<file path="config.mk">
export PLATFORM = sky130hd
export DESIGN_NAME = pmf_prog_fsm
export DESIGN_NICKNAME = d
export VERILOG_FILES = /design/src/common/pmf_pkg.sv /design/src/rtl/pmf_level_qual.sv /design/src/rtl/pmf_trim_bank.sv /design/src/rtl/pmf_prog_fsm.sv
export VERILOG_INCLUDE_DIRS = /design/src /design/src/common
export SDC_FILE = /design/constraint.sdc
export NUM_CORES = 1
export LEC_CHECK = 0
export BUFFER_PORTS_ARGS = -buffer_cell sky130_fd_sc_hd__buf_2
export CAP_MARGIN = 5
export CORE_ASPECT_RATIO = 1.1
export CORE_MARGIN = 4
export CORE_UTILIZATION = 30
export CTS_CLUSTER_SIZE = 8
export DETAILED_ROUTE_END_ITERATION = 10
export GPL_TIMING_DRIVEN = 0
export PLACE_DENSITY = 0.48
export SLEW_MARGIN = 20
export SYNTH_ARGS = -nofsm -noshare
export SYNTH_HDL_FRONTEND = slang
export SYNTH_SLANG_ARGS = --single-unit
export TNS_END_PERCENT = 5
</file>
<file path="constraint.sdc">
create_clock -name mclk -period 4.8 [get_ports mclk]
set_clock_uncertainty 0.05 [all_clocks]
set_input_delay 0.72 -clock mclk [delete_from_list [all_inputs] [get_ports mclk]]
set_output_delay 0.72 -clock mclk [all_outputs]
set_load 0.1 [all_outputs]
</file>
<file path="src/common/pmf_defs.svh">
// constants for the pulse programming state machine
//
// Notes on behaviour
// - pin splits into low, mid, high symbols
// - mid to low edge advances selection
// - power up: initial state, intact bits cleared
// - initial ignores low, high enters mode selection
// - low count picks trial, burn, lock mode
// - mode counter wraps past last mode
// - high needs nonzero mode to reach register selection
// - low count picks one of seven registers
// - register widths 2,9,2,8,5,2,1 bits
// - high enters bitfield selection
// - trial mode: low adds one immediately
// - high returns to mode selection, burning while the pin stays high
// - lock fuse refuses all further programming
// - entering bitfield selection clears intact bits
// - high rise changes state, drop below steps
// - lock flag is register 0 bitfield 1
`ifndef PMF_DEFS_SVH
`define PMF_DEFS_SVH

// clock rate and level filter
`define PMF_CLK_KHZ          10000
`define PMF_FILTER_NS        2000
`define PMF_FILTER_CYC       ((`PMF_FILTER_NS * `PMF_CLK_KHZ + 999999) / 1000000)

// programmer side minimum times, ns
`define PMF_STATE_CHANGE_NS  20000
`define PMF_BURN_PULSE_NS    100000
`define PMF_STEP_PULSE_NS    6000
`define PMF_POST_HIGH_NS     15000
`define PMF_STEP_GAP_NS      6000

// trim register field widths
`define PMF_W_QRANGE         2
`define PMF_W_QFINE          9
`define PMF_W_GRANGE         2
`define PMF_W_GFINE          8
`define PMF_W_DRIFT          5
`define PMF_W_LIMIT          2
`define PMF_W_SIGN           1

// field offsets in the packed trim word
`define PMF_OFF_QRANGE       0
`define PMF_OFF_QFINE        2
`define PMF_OFF_GRANGE       11
`define PMF_OFF_GFINE        13
`define PMF_OFF_DRIFT        21
`define PMF_OFF_LIMIT        26
`define PMF_OFF_SIGN         28
`define PMF_TRIM_BITS        29
`define PMF_NUM_REGS         7
`define PMF_LAST_REG         3'h6
`define PMF_CODE_BITS        9

// mode codes and lock location
`define PMF_MODE_NONE        2'h0
`define PMF_MODE_TRIAL       2'h1
`define PMF_MODE_BURN        2'h2
`define PMF_MODE_LOCK        2'h3
`define PMF_LOCK_REG         3'h0
`define PMF_LOCK_CODE        9'h001

`endif

</file>
<file path="src/common/pmf_pkg.sv">
// types for the pulse programming state machine
`include "pmf_defs.svh"
package pmf_pkg;

	typedef enum logic [1:0] {SYM_LOW, SYM_MID, SYM_HIGH} pmf_sym_t;

	typedef enum logic [1:0] {ST_INIT, ST_MODE, ST_REG, ST_BIT} pmf_state_t;

	typedef struct packed {
		logic [`PMF_W_SIGN-1:0]   sign;
		logic [`PMF_W_LIMIT-1:0]  limit;
		logic [`PMF_W_DRIFT-1:0]  drift;
		logic [`PMF_W_GFINE-1:0]  gain_fine;
		logic [`PMF_W_GRANGE-1:0] gain_range;
		logic [`PMF_W_QFINE-1:0]  q_fine;
		logic [`PMF_W_QRANGE-1:0] q_range;
	} pmf_trim_t;

	localparam int unsigned PMF_OFF [`PMF_NUM_REGS] = '{`PMF_OFF_QRANGE,
		`PMF_OFF_QFINE, `PMF_OFF_GRANGE, `PMF_OFF_GFINE, `PMF_OFF_DRIFT,
		`PMF_OFF_LIMIT, `PMF_OFF_SIGN};
	localparam int unsigned PMF_WID [`PMF_NUM_REGS] = '{`PMF_W_QRANGE,
		`PMF_W_QFINE, `PMF_W_GRANGE, `PMF_W_GFINE, `PMF_W_DRIFT,
		`PMF_W_LIMIT, `PMF_W_SIGN};

endpackage

</file>
<file path="src/rtl/pmf_level_qual.sv">
// pin level classifier with persistence filter and edge events
`timescale 1ns/100ps
`default_nettype none
`include "pmf_defs.svh"
module pmf_level_qual
	import pmf_pkg::*;
#(
	parameter int unsigned FILTER_CYC = `PMF_FILTER_CYC
) (
	input  wire logic mclk,
	input  wire logic rst,
	input  wire logic above_low,
	input  wire logic above_high,
	output logic      low_evt,
	output logic      high_evt,
	output pmf_sym_t  level
);
	localparam int CW = $clog2(FILTER_CYC + 1);

	typedef struct packed {
		pmf_sym_t        cand;
		logic [CW-1:0]   cnt;
		pmf_sym_t        level;
		logic            low_evt;
		logic            high_evt;
	} pmf_qual_st_t;

	pmf_qual_st_t st_ff, nxt_st;
	pmf_sym_t     raw;

	always_comb begin
		raw = above_high ? SYM_HIGH : (above_low ? SYM_MID : SYM_LOW);
		nxt_st = st_ff;
		nxt_st.low_evt = 1'b0;
		nxt_st.high_evt = 1'b0;
		if (raw != st_ff.cand) begin
			nxt_st.cand = raw;
			nxt_st.cnt = '0;
		end else if (st_ff.cnt < CW'(FILTER_CYC)) begin
			nxt_st.cnt = st_ff.cnt + 1'b1;
		end else if (st_ff.level != raw) begin
			// a level counts only after persisting the filter time
			nxt_st.level = raw;
			nxt_st.high_evt = (raw == SYM_HIGH);
			nxt_st.low_evt = (raw == SYM_LOW);
		end
	end

	always_ff @(posedge mclk or posedge rst) begin
		if (rst) begin
			st_ff <= '{SYM_MID, '0, SYM_MID, 1'b0, 1'b0};
		end else begin
			st_ff <= nxt_st;
		end
	end

	assign low_evt = st_ff.low_evt;
	assign high_evt = st_ff.high_evt;
	assign level = st_ff.level;
endmodule
`default_nettype wire

</file>
<file path="src/rtl/pmf_trim_bank.sv">
// seven trial trim registers merged with fuse state
`timescale 1ns/100ps
`default_nettype none
`include "pmf_defs.svh"
module pmf_trim_bank
	import pmf_pkg::*;
(
	input  wire logic                     mclk,
	input  wire logic                     rst,
	input  wire logic [`PMF_NUM_REGS-1:0] clr_sel,
	input  wire logic [`PMF_NUM_REGS-1:0] inc_sel,
	input  wire pmf_trim_t                fuse_blown,
	output pmf_trim_t                     trim
);
	typedef struct packed {
		logic [`PMF_TRIM_BITS-1:0] trial;
		logic [`PMF_TRIM_BITS-1:0] value;
	} pmf_bank_st_t;

	pmf_bank_st_t              st_ff, nxt_st;
	logic [`PMF_TRIM_BITS-1:0] seg_nxt;
	logic [`PMF_TRIM_BITS-1:0] blown;

	assign blown = fuse_blown;

	for (genvar g = 0; g < `PMF_NUM_REGS; g++) begin : g_reg
		localparam int unsigned O = PMF_OFF[g];
		localparam int unsigned W = PMF_WID[g];
		logic [W-1:0] cur;
		assign cur = st_ff.trial[O +: W] | blown[O +: W];
		// clearing leaves blown bits at one through the merge below
		assign seg_nxt[O +: W] = clr_sel[g] ? '0 :
			(inc_sel[g] ? cur + 1'b1 : st_ff.trial[O +: W]);
	end

	always_comb begin
		nxt_st.trial = seg_nxt;
		nxt_st.value = seg_nxt | blown;
	end

	always_ff @(posedge mclk or posedge rst) begin
		if (rst) begin
			st_ff <= '0;
		end else begin
			st_ff <= nxt_st;
		end
	end

	assign trim = st_ff.value;
endmodule
`default_nettype wire

</file>
<file path="src/rtl/pmf_prog_fsm.sv">
// one pin pulse programming state machine, top level
`timescale 1ns/100ps
`default_nettype none
`include "pmf_defs.svh"
module pmf_prog_fsm
	import pmf_pkg::*;
#(
	parameter int unsigned FILTER_CYC = `PMF_FILTER_CYC
) (
	input  wire logic      mclk,
	input  wire logic      rst,
	input  wire logic      above_low,
	input  wire logic      above_high,
	input  wire pmf_trim_t fuse_blown,
	input  wire logic      lock_fuse_blown,
	output pmf_trim_t      trim,
	output pmf_trim_t      burn_mask,
	output logic           lock_burn,
	output logic           locked,
	output pmf_state_t     prog_state,
	output logic [1:0]     mode
);
	typedef struct packed {
		pmf_state_t               state;
		logic [1:0]               mode;
		logic [2:0]               reg_sel;
		logic [`PMF_CODE_BITS-1:0] code;
		logic [`PMF_NUM_REGS-1:0] clr_sel;
		logic [`PMF_NUM_REGS-1:0] inc_sel;
		logic [`PMF_TRIM_BITS-1:0] burn;
		logic                     lock_burn;
		logic                     locked;
	} pmf_top_st_t;

	pmf_top_st_t st_ff, nxt_st;
	logic        low_evt;
	logic        high_evt;
	pmf_sym_t    level;
	logic [`PMF_TRIM_BITS-1:0] field_mask;
	logic [`PMF_TRIM_BITS-1:0] code_at;

	pmf_level_qual #(
		.FILTER_CYC (FILTER_CYC)
	) u_qual (
		.mclk       (mclk),
		.rst        (rst),
		.above_low  (above_low),
		.above_high (above_high),
		.low_evt    (low_evt),
		.high_evt   (high_evt),
		.level      (level)
	);

	pmf_trim_bank u_bank (
		.mclk       (mclk),
		.rst        (rst),
		.clr_sel    (st_ff.clr_sel),
		.inc_sel    (st_ff.inc_sel),
		.fuse_blown (fuse_blown),
		.trim       (trim)
	);

	// selected field mask and code placed at its offset
	always_comb begin
		field_mask = '0;
		code_at = '0;
		for (int i = 0; i < `PMF_NUM_REGS; i++) begin
			if (st_ff.reg_sel == 3'(i)) begin
				field_mask = ((`PMF_TRIM_BITS'(1) << PMF_WID[i]) - 1'b1)
					<< PMF_OFF[i];
				code_at = `PMF_TRIM_BITS'(st_ff.code) << PMF_OFF[i];
			end
		end
	end

	always_comb begin
		nxt_st = st_ff;
		nxt_st.clr_sel = '0;
		nxt_st.inc_sel = '0;
		nxt_st.locked = lock_fuse_blown;
		// burn drive lasts only as long as the pin stays high
		if (level != SYM_HIGH) begin
			nxt_st.burn = '0;
			nxt_st.lock_burn = 1'b0;
		end
		case (st_ff.state)
			ST_INIT: begin
				if (high_evt) begin
					nxt_st.state = ST_MODE;
					nxt_st.mode = `PMF_MODE_NONE;
				end
			end
			ST_MODE: begin
				if (low_evt) begin
					nxt_st.mode = st_ff.mode + 1'b1;
				end else if (high_evt && st_ff.mode != `PMF_MODE_NONE) begin
					nxt_st.state = ST_REG;
					nxt_st.reg_sel = '0;
				end
			end
			ST_REG: begin
				if (low_evt) begin
					nxt_st.reg_sel = (st_ff.reg_sel == `PMF_LAST_REG) ? '0 :
						st_ff.reg_sel + 1'b1;
				end else if (high_evt) begin
					nxt_st.state = ST_BIT;
					nxt_st.code = '0;
					// a locked device refuses every change
					if (!st_ff.locked) begin
						nxt_st.clr_sel[st_ff.reg_sel] = 1'b1;
					end
				end
			end
			ST_BIT: begin
				if (low_evt) begin
					nxt_st.code = st_ff.code + 1'b1;
					if (st_ff.mode == `PMF_MODE_TRIAL && !st_ff.locked) begin
						nxt_st.inc_sel[st_ff.reg_sel] = 1'b1;
					end
				end else if (high_evt) begin
					nxt_st.state = ST_MODE;
					nxt_st.mode = `PMF_MODE_NONE;
					if (!st_ff.locked) begin
						if (st_ff.mode == `PMF_MODE_BURN) begin
							nxt_st.burn = code_at & field_mask;
						end
						if (st_ff.mode == `PMF_MODE_LOCK &&
							st_ff.reg_sel == `PMF_LOCK_REG &&
							st_ff.code == `PMF_LOCK_CODE) begin
							nxt_st.lock_burn = 1'b1;
						end
					end
				end
			end
			default: begin
				nxt_st.state = ST_INIT;
			end
		endcase
	end

	always_ff @(posedge mclk or posedge rst) begin
		if (rst) begin
			st_ff <= '{ST_INIT, `PMF_MODE_NONE, 3'h0, '0, '0, '0, '0,
				1'b0, 1'b0};
		end else begin
			st_ff <= nxt_st;
		end
	end

	assign burn_mask = st_ff.burn;
	assign lock_burn = st_ff.lock_burn;
	assign locked = st_ff.locked;
	assign prog_state = st_ff.state;
	assign mode = st_ff.mode;
endmodule
`default_nettype wire

</file>
# [After elaboration in Yosys (flattened, before gate mapping)]
# Index checks and enable logic that the tools add are counted.
[word_totals] input_bits=34 out_inout_bits=64 word_cells=151 regBits=130
[op_classes] magnitude_cmp=3 bitwise=11 add_sub_neg=11 eq_ne=25 mux=66 reduce_logical=19
[op_table] op="$mux W29" count=5
[op_table] op="$mux W30" count=4
[op_table] op="$mux W37" count=1
[op_table] op="$mux W9" count=4
[op_table] op="$mux W16" count=2
[op_table] op="$mux W2" count=16
[op_table] op="$and A29 B29 Y29" count=1
[op_table] op="$or A29 B29 Y29" count=1
[op_table] op="$mux W28" count=1
[op_table] op="$mux W7" count=4
[op_table] op="$mux W26" count=1
[op_table] op="$mux W11" count=2
[op_table] op="$mux W22" count=1
[op_table] op="$mux W21" count=1
[op_table] op="$mux W20" count=1
[op_table] op="$mux W5" count=4
[op_table] op="$add A9 B1 Y9 const B" count=2
[op_table] op="$pmux W9 S2" count=1
[op_table] op="$mux W8" count=2
[op_table] op="$mux W13" count=1
[op_table] op="$mux W3" count=4
[op_table] op="$add A5 B1 Y5 const B" count=2
[op_table] op="$eq A2 B2 Y1 const B" count=5
[op_table] op="$ne A2 B2 Y1 const B" count=5
[op_table] op="other kinds (35)" count=64

# [Longest topological paths before layout]
[depth] depth_word=14 ltp_mapped=7 ltp_nobuf=7

# [Hierarchy]
# Synthesis repeated with hierarchy kept, for this count alone.
[hier_totals] hier_cells=627 area_unflattened_um2=6521.3
[by_module_without_submodules] module="pmf_prog_fsm" seq_area_each_um2=1526.5 n_inst=1 area_each_um2=3123.0 cells_per_inst=297
[by_module_without_submodules] module="pmf_trim_bank" seq_area_each_um2=1451.4 n_inst=1 area_each_um2=2861.5 cells_per_inst=279
[by_module_without_submodules] module="pmf_level_qual" seq_area_each_um2=277.8 n_inst=1 area_each_um2=536.8 cells_per_inst=51

# [Worst setup path before layout]
# No wires, ideal clock.
[synth_path] path_kind="input -> register" from="in fuse_blown[2] in the netlist's numbering" to="reg u_bank.st_ff, in the netlist u_bank.trim[6]" t_arrival_ps=1850 required_ps=4623 cell_stages=7 setup_ps=127 path_buffers=0 path_slack_ps=2773 cell_sequence="nor2_1 inv_1 ha_1 o211ai_1 o21bai_1 a211oi_1 or2_2"
[synth_lines] item="start, declared" line="pmf_prog_fsm.sv:14" text="input wire pmf_trim_t fuse_blown,"
[synth_lines] item="end signal, assigned" line="pmf_trim_bank.sv:45" text="st_ff <= nxt_st;"
[synth_lines] item="end, declared" line="pmf_trim_bank.sv:20" text="pmf_bank_st_t st_ff, nxt_st;"

# [Worst setup path after layout]
[layout_path] from="reg st_ff, in the netlist mode[0]" to="out mode[0]"
[layout_lines] item="start, declared" line="pmf_prog_fsm.sv:35" text="pmf_top_st_t st_ff, nxt_st;"
[layout_lines] item="start signal, assigned" line="pmf_prog_fsm.sv:143" text="st_ff <= '{ST_INIT, `PMF_MODE_NONE, 3'h0, '0, '0, '0, '0,"
[layout_lines] item="start signal, assigned" line="pmf_prog_fsm.sv:146" text="st_ff <= nxt_st;"
[layout_lines] item="end, declared" line="pmf_prog_fsm.sv:21" text="output logic [1:0] mode"
# No word-level cell between the ends.

==> flow_summary.toml <==
[logic_synthesis]
synth.cell_area_um2 = 6390
synth_area_leader_cell = "dfrtp_1"
syn_area_per_cell_um2 = 10.4
netlist.area_leader.share = 0.502
synthArstFlopShare = 1.00
ys_top_cells_by_count = "dfrtp_1 (128), nor2_1 (71), buf_4 (62)"
synth.ff_latch_count = 130
yosysUniqueCellTypes = 57
synth_edf_count = 0
synth_nets = 663
synth.most_common_cell = "dfrtp_1"
synth_seq_area_share = 0.510
synth_warnings = 0
synth_top_flop_cell = "dfrtp_1"
synth.area.top_cells = "dfrtp_1 (50%), buf_4 (7.3%), nor2_1 (4.2%)"
synth_cells = 614

[critical_path]
crit_fanout = 6
arrival_ns = 1.41
cpMaxStageDelayCell = "dfrtp_1"
cp.required_ns = 4.03
endpoint_kind = "primary output"
path_class = "reg2out"
cpPeakStageDelay_ns = 0.44
startpoint_type = "flop"
path_cells = "buf_4 -> buf_2"

[power_and_ir_drop]
vdd_drop_max_mv = 0.409
power_frac_seq = 0.392
pwr-share-comb = 0.165
p_int_mw = 2.07
switching_power_mw = 0.838
clockPowerShare = 0.443
p_sw_frac = 0.288
leakage_nw = 3.76
powerDensity_nw_per_um2 = 370

[min_path]
hold_class = "in2async"

[die]
die_w_um = 147
die_height_um = 161
start_util = 0.307
io-pin-count = 98
fp-row-count = 55
coreArea_um2 = 20800
die_area_um2 = 23700

[sta]
slew_headroom = 0.553
fin_crit_ns = 2.18
holdWs_ns = 0.218
grt_setup_unrepaired = "no"
tns_ns = 0
setup_viol = 0
maxSlewViolCount = 0
fin_crit_sh = 0.454
tightestPinTransition_ns = 0.670
max_freq_ghz = 0.459
hold_viol_final = 0

[global_route]
grt_pass1_wl_um = 24300
track_usage = 0.126
grt_overflow = 0
grt_pass1_vias = 4778
antenna_found_initial = 0
grt_max_degree = 101

[route]
ant_nets = 0
firstDrtPassIters = 4
vias_per_cell = 4.59
wire_per_inst_um = 14.3
route.detailed.drc = 0
drt-initial-drc-count = 242
dr_total_vias = 4724
routed_wl_um = 14700

[clock_tree]
cts_hold_buf = 0
post-cts-setup-buffers = 0
clock_path_buffers = 2
htree_levels = 4
cts_resized = 0
clockRootBuffer = "clkbuf_16"
cts_tree = "done"
cts.clk_slew.worst_paths_ns = 0.06
numCtsBuffers = 17
clock_latency_ns = 0.42
numClockSinks = 130

[outcome]
status = "completed"

[place]
port-buffer-count = 97
gp_congestion = 0.782
dp_hpwl_um = 10500

[finish]
fin_nets = 780
antenna_cells = 0
drive_gt1_frac = 0.312
area_growth_syn_to_layout_pct = 22.9
utilization = 0.378

[run]
cap_violations = 0
-- layout by cell type, fill, tap and decap left out, drive strengths merged, types with 9 or more instances in the layout --
cell type | Yosys | routed
mux2i | 15 | 15
nand2 | 29 | 29
nor2 | 72 | 72
xor2 | 9 | 9
ha | 15 | 15
a22o | 23 | 23
clkbuf | 13 | 37
nand3 | 10 | 10
nor2b | 11 | 11
xnor2 | 10 | 10
buf | 74 | 172
inv | 16 | 16
dfrtp | 128 | 128
o21bai | 14 | 14
o21ai | 23 | 23
or2 | 17 | 17
nor3 | 21 | 21
a21oi | 35 | 35
-- cells by family after synthesis --
| logic type | synth area share |
|---|---|
| fa+ha+maj | 0.0294 |
| xor+xnor | 0.0261 |
| compound gates | 0.139 |
| mux | 0.0323 |
| simple gates | 0.162 |
| flops | 0.510 |
| buf+inv | 0.102 |
-- worst paths after layout --
check                           startpoint               end  slack, ns  cells after the start
min in group mclk          lock_fuse_blown            locked       0.35                      1
min reg2reg                      st_ff[44]  u_bank.st_ff[57]       0.36                      1
max                                mode[0]           mode[0]       2.62                      2
max in group asynchronous              rst  u_bank.st_ff[57]       3.72                      3
max reg2reg                      st_ff[54]     burn_mask[13]       2.82                      7
min                                    rst   u_bank.trim[18]       0.22                      2
-- power by group through the flow --
stage | registers [mW] | clock network, mW | logic (mW)
6_report | 1.14 | 1.29 | 0.479
3_5_place_dp | 1.16 | 0 | 0.479
2_1_floorplan | 1.16 | 0 | 0.377
3_3_place_gp | 1.16 | 0 | 0.467
4_1_cts | 1.14 | 1.32 | 0.482
5_1_grt | 1.14 | 1.37 | 0.517
-- critical path: cells and delay by family (launching register included) --
| kind | cells | cell delay, ns |
|---|---|---|
| buffers and inverters | 2 | 0.55 |
| flip-flops | 1 | 0.44 |
-- layer usage --
metal / track usage / wire, um / vias up / part of all wire
met5: 0 / 0 / - / 0
met4: 0.0445 / 201 / 0 / 0.014
met3: 0.0320 / 619 / 19 / 0.042
met2: 0.206 / 7180 / 112 / 0.49
met1: 0.162 / 6750 / 2292 / 0.46
li1: - / - / 2301 / -
-- per-stage QoR --
stage / area [um2] / power (mW) / setup slack [ns] / std cells
2_1_floorplan: 6390 / 1.53 / 0.564 / 614
3_3_place_gp: 7230 / 1.62 / -1.09 / 996
3_5_place_dp: 7260 / 1.64 / 2.45 / 997
4_1_cts: 7850 / 2.94 / 2.60 / 1029
5_1_grt: 7850 / 3.03 / 2.55 / 1029
6_report: 7850 / 2.90 / 2.62 / 1029
-- sequential cells by signal (all words and copies together) (netlist names), 2 cells and up --
register / count
st_ff: 26
mode: 2
burn_mask: 29
u_qual.level: 2
prog_state: 2
u_qual.st_ff: 7
u_bank.st_ff: 29
u_bank.trim: 29
-- layout make-up --
class	count	area, um2
buffer	87	592
clock buffer	24	482
clock inverter	8	103
fill	2121	12900
inverter	16	67.6
multi-input combinational	381	2480
sequential	130	3260
tap	285	357
timing repair buffer	98	513
(Power assumes the default switching activity.)
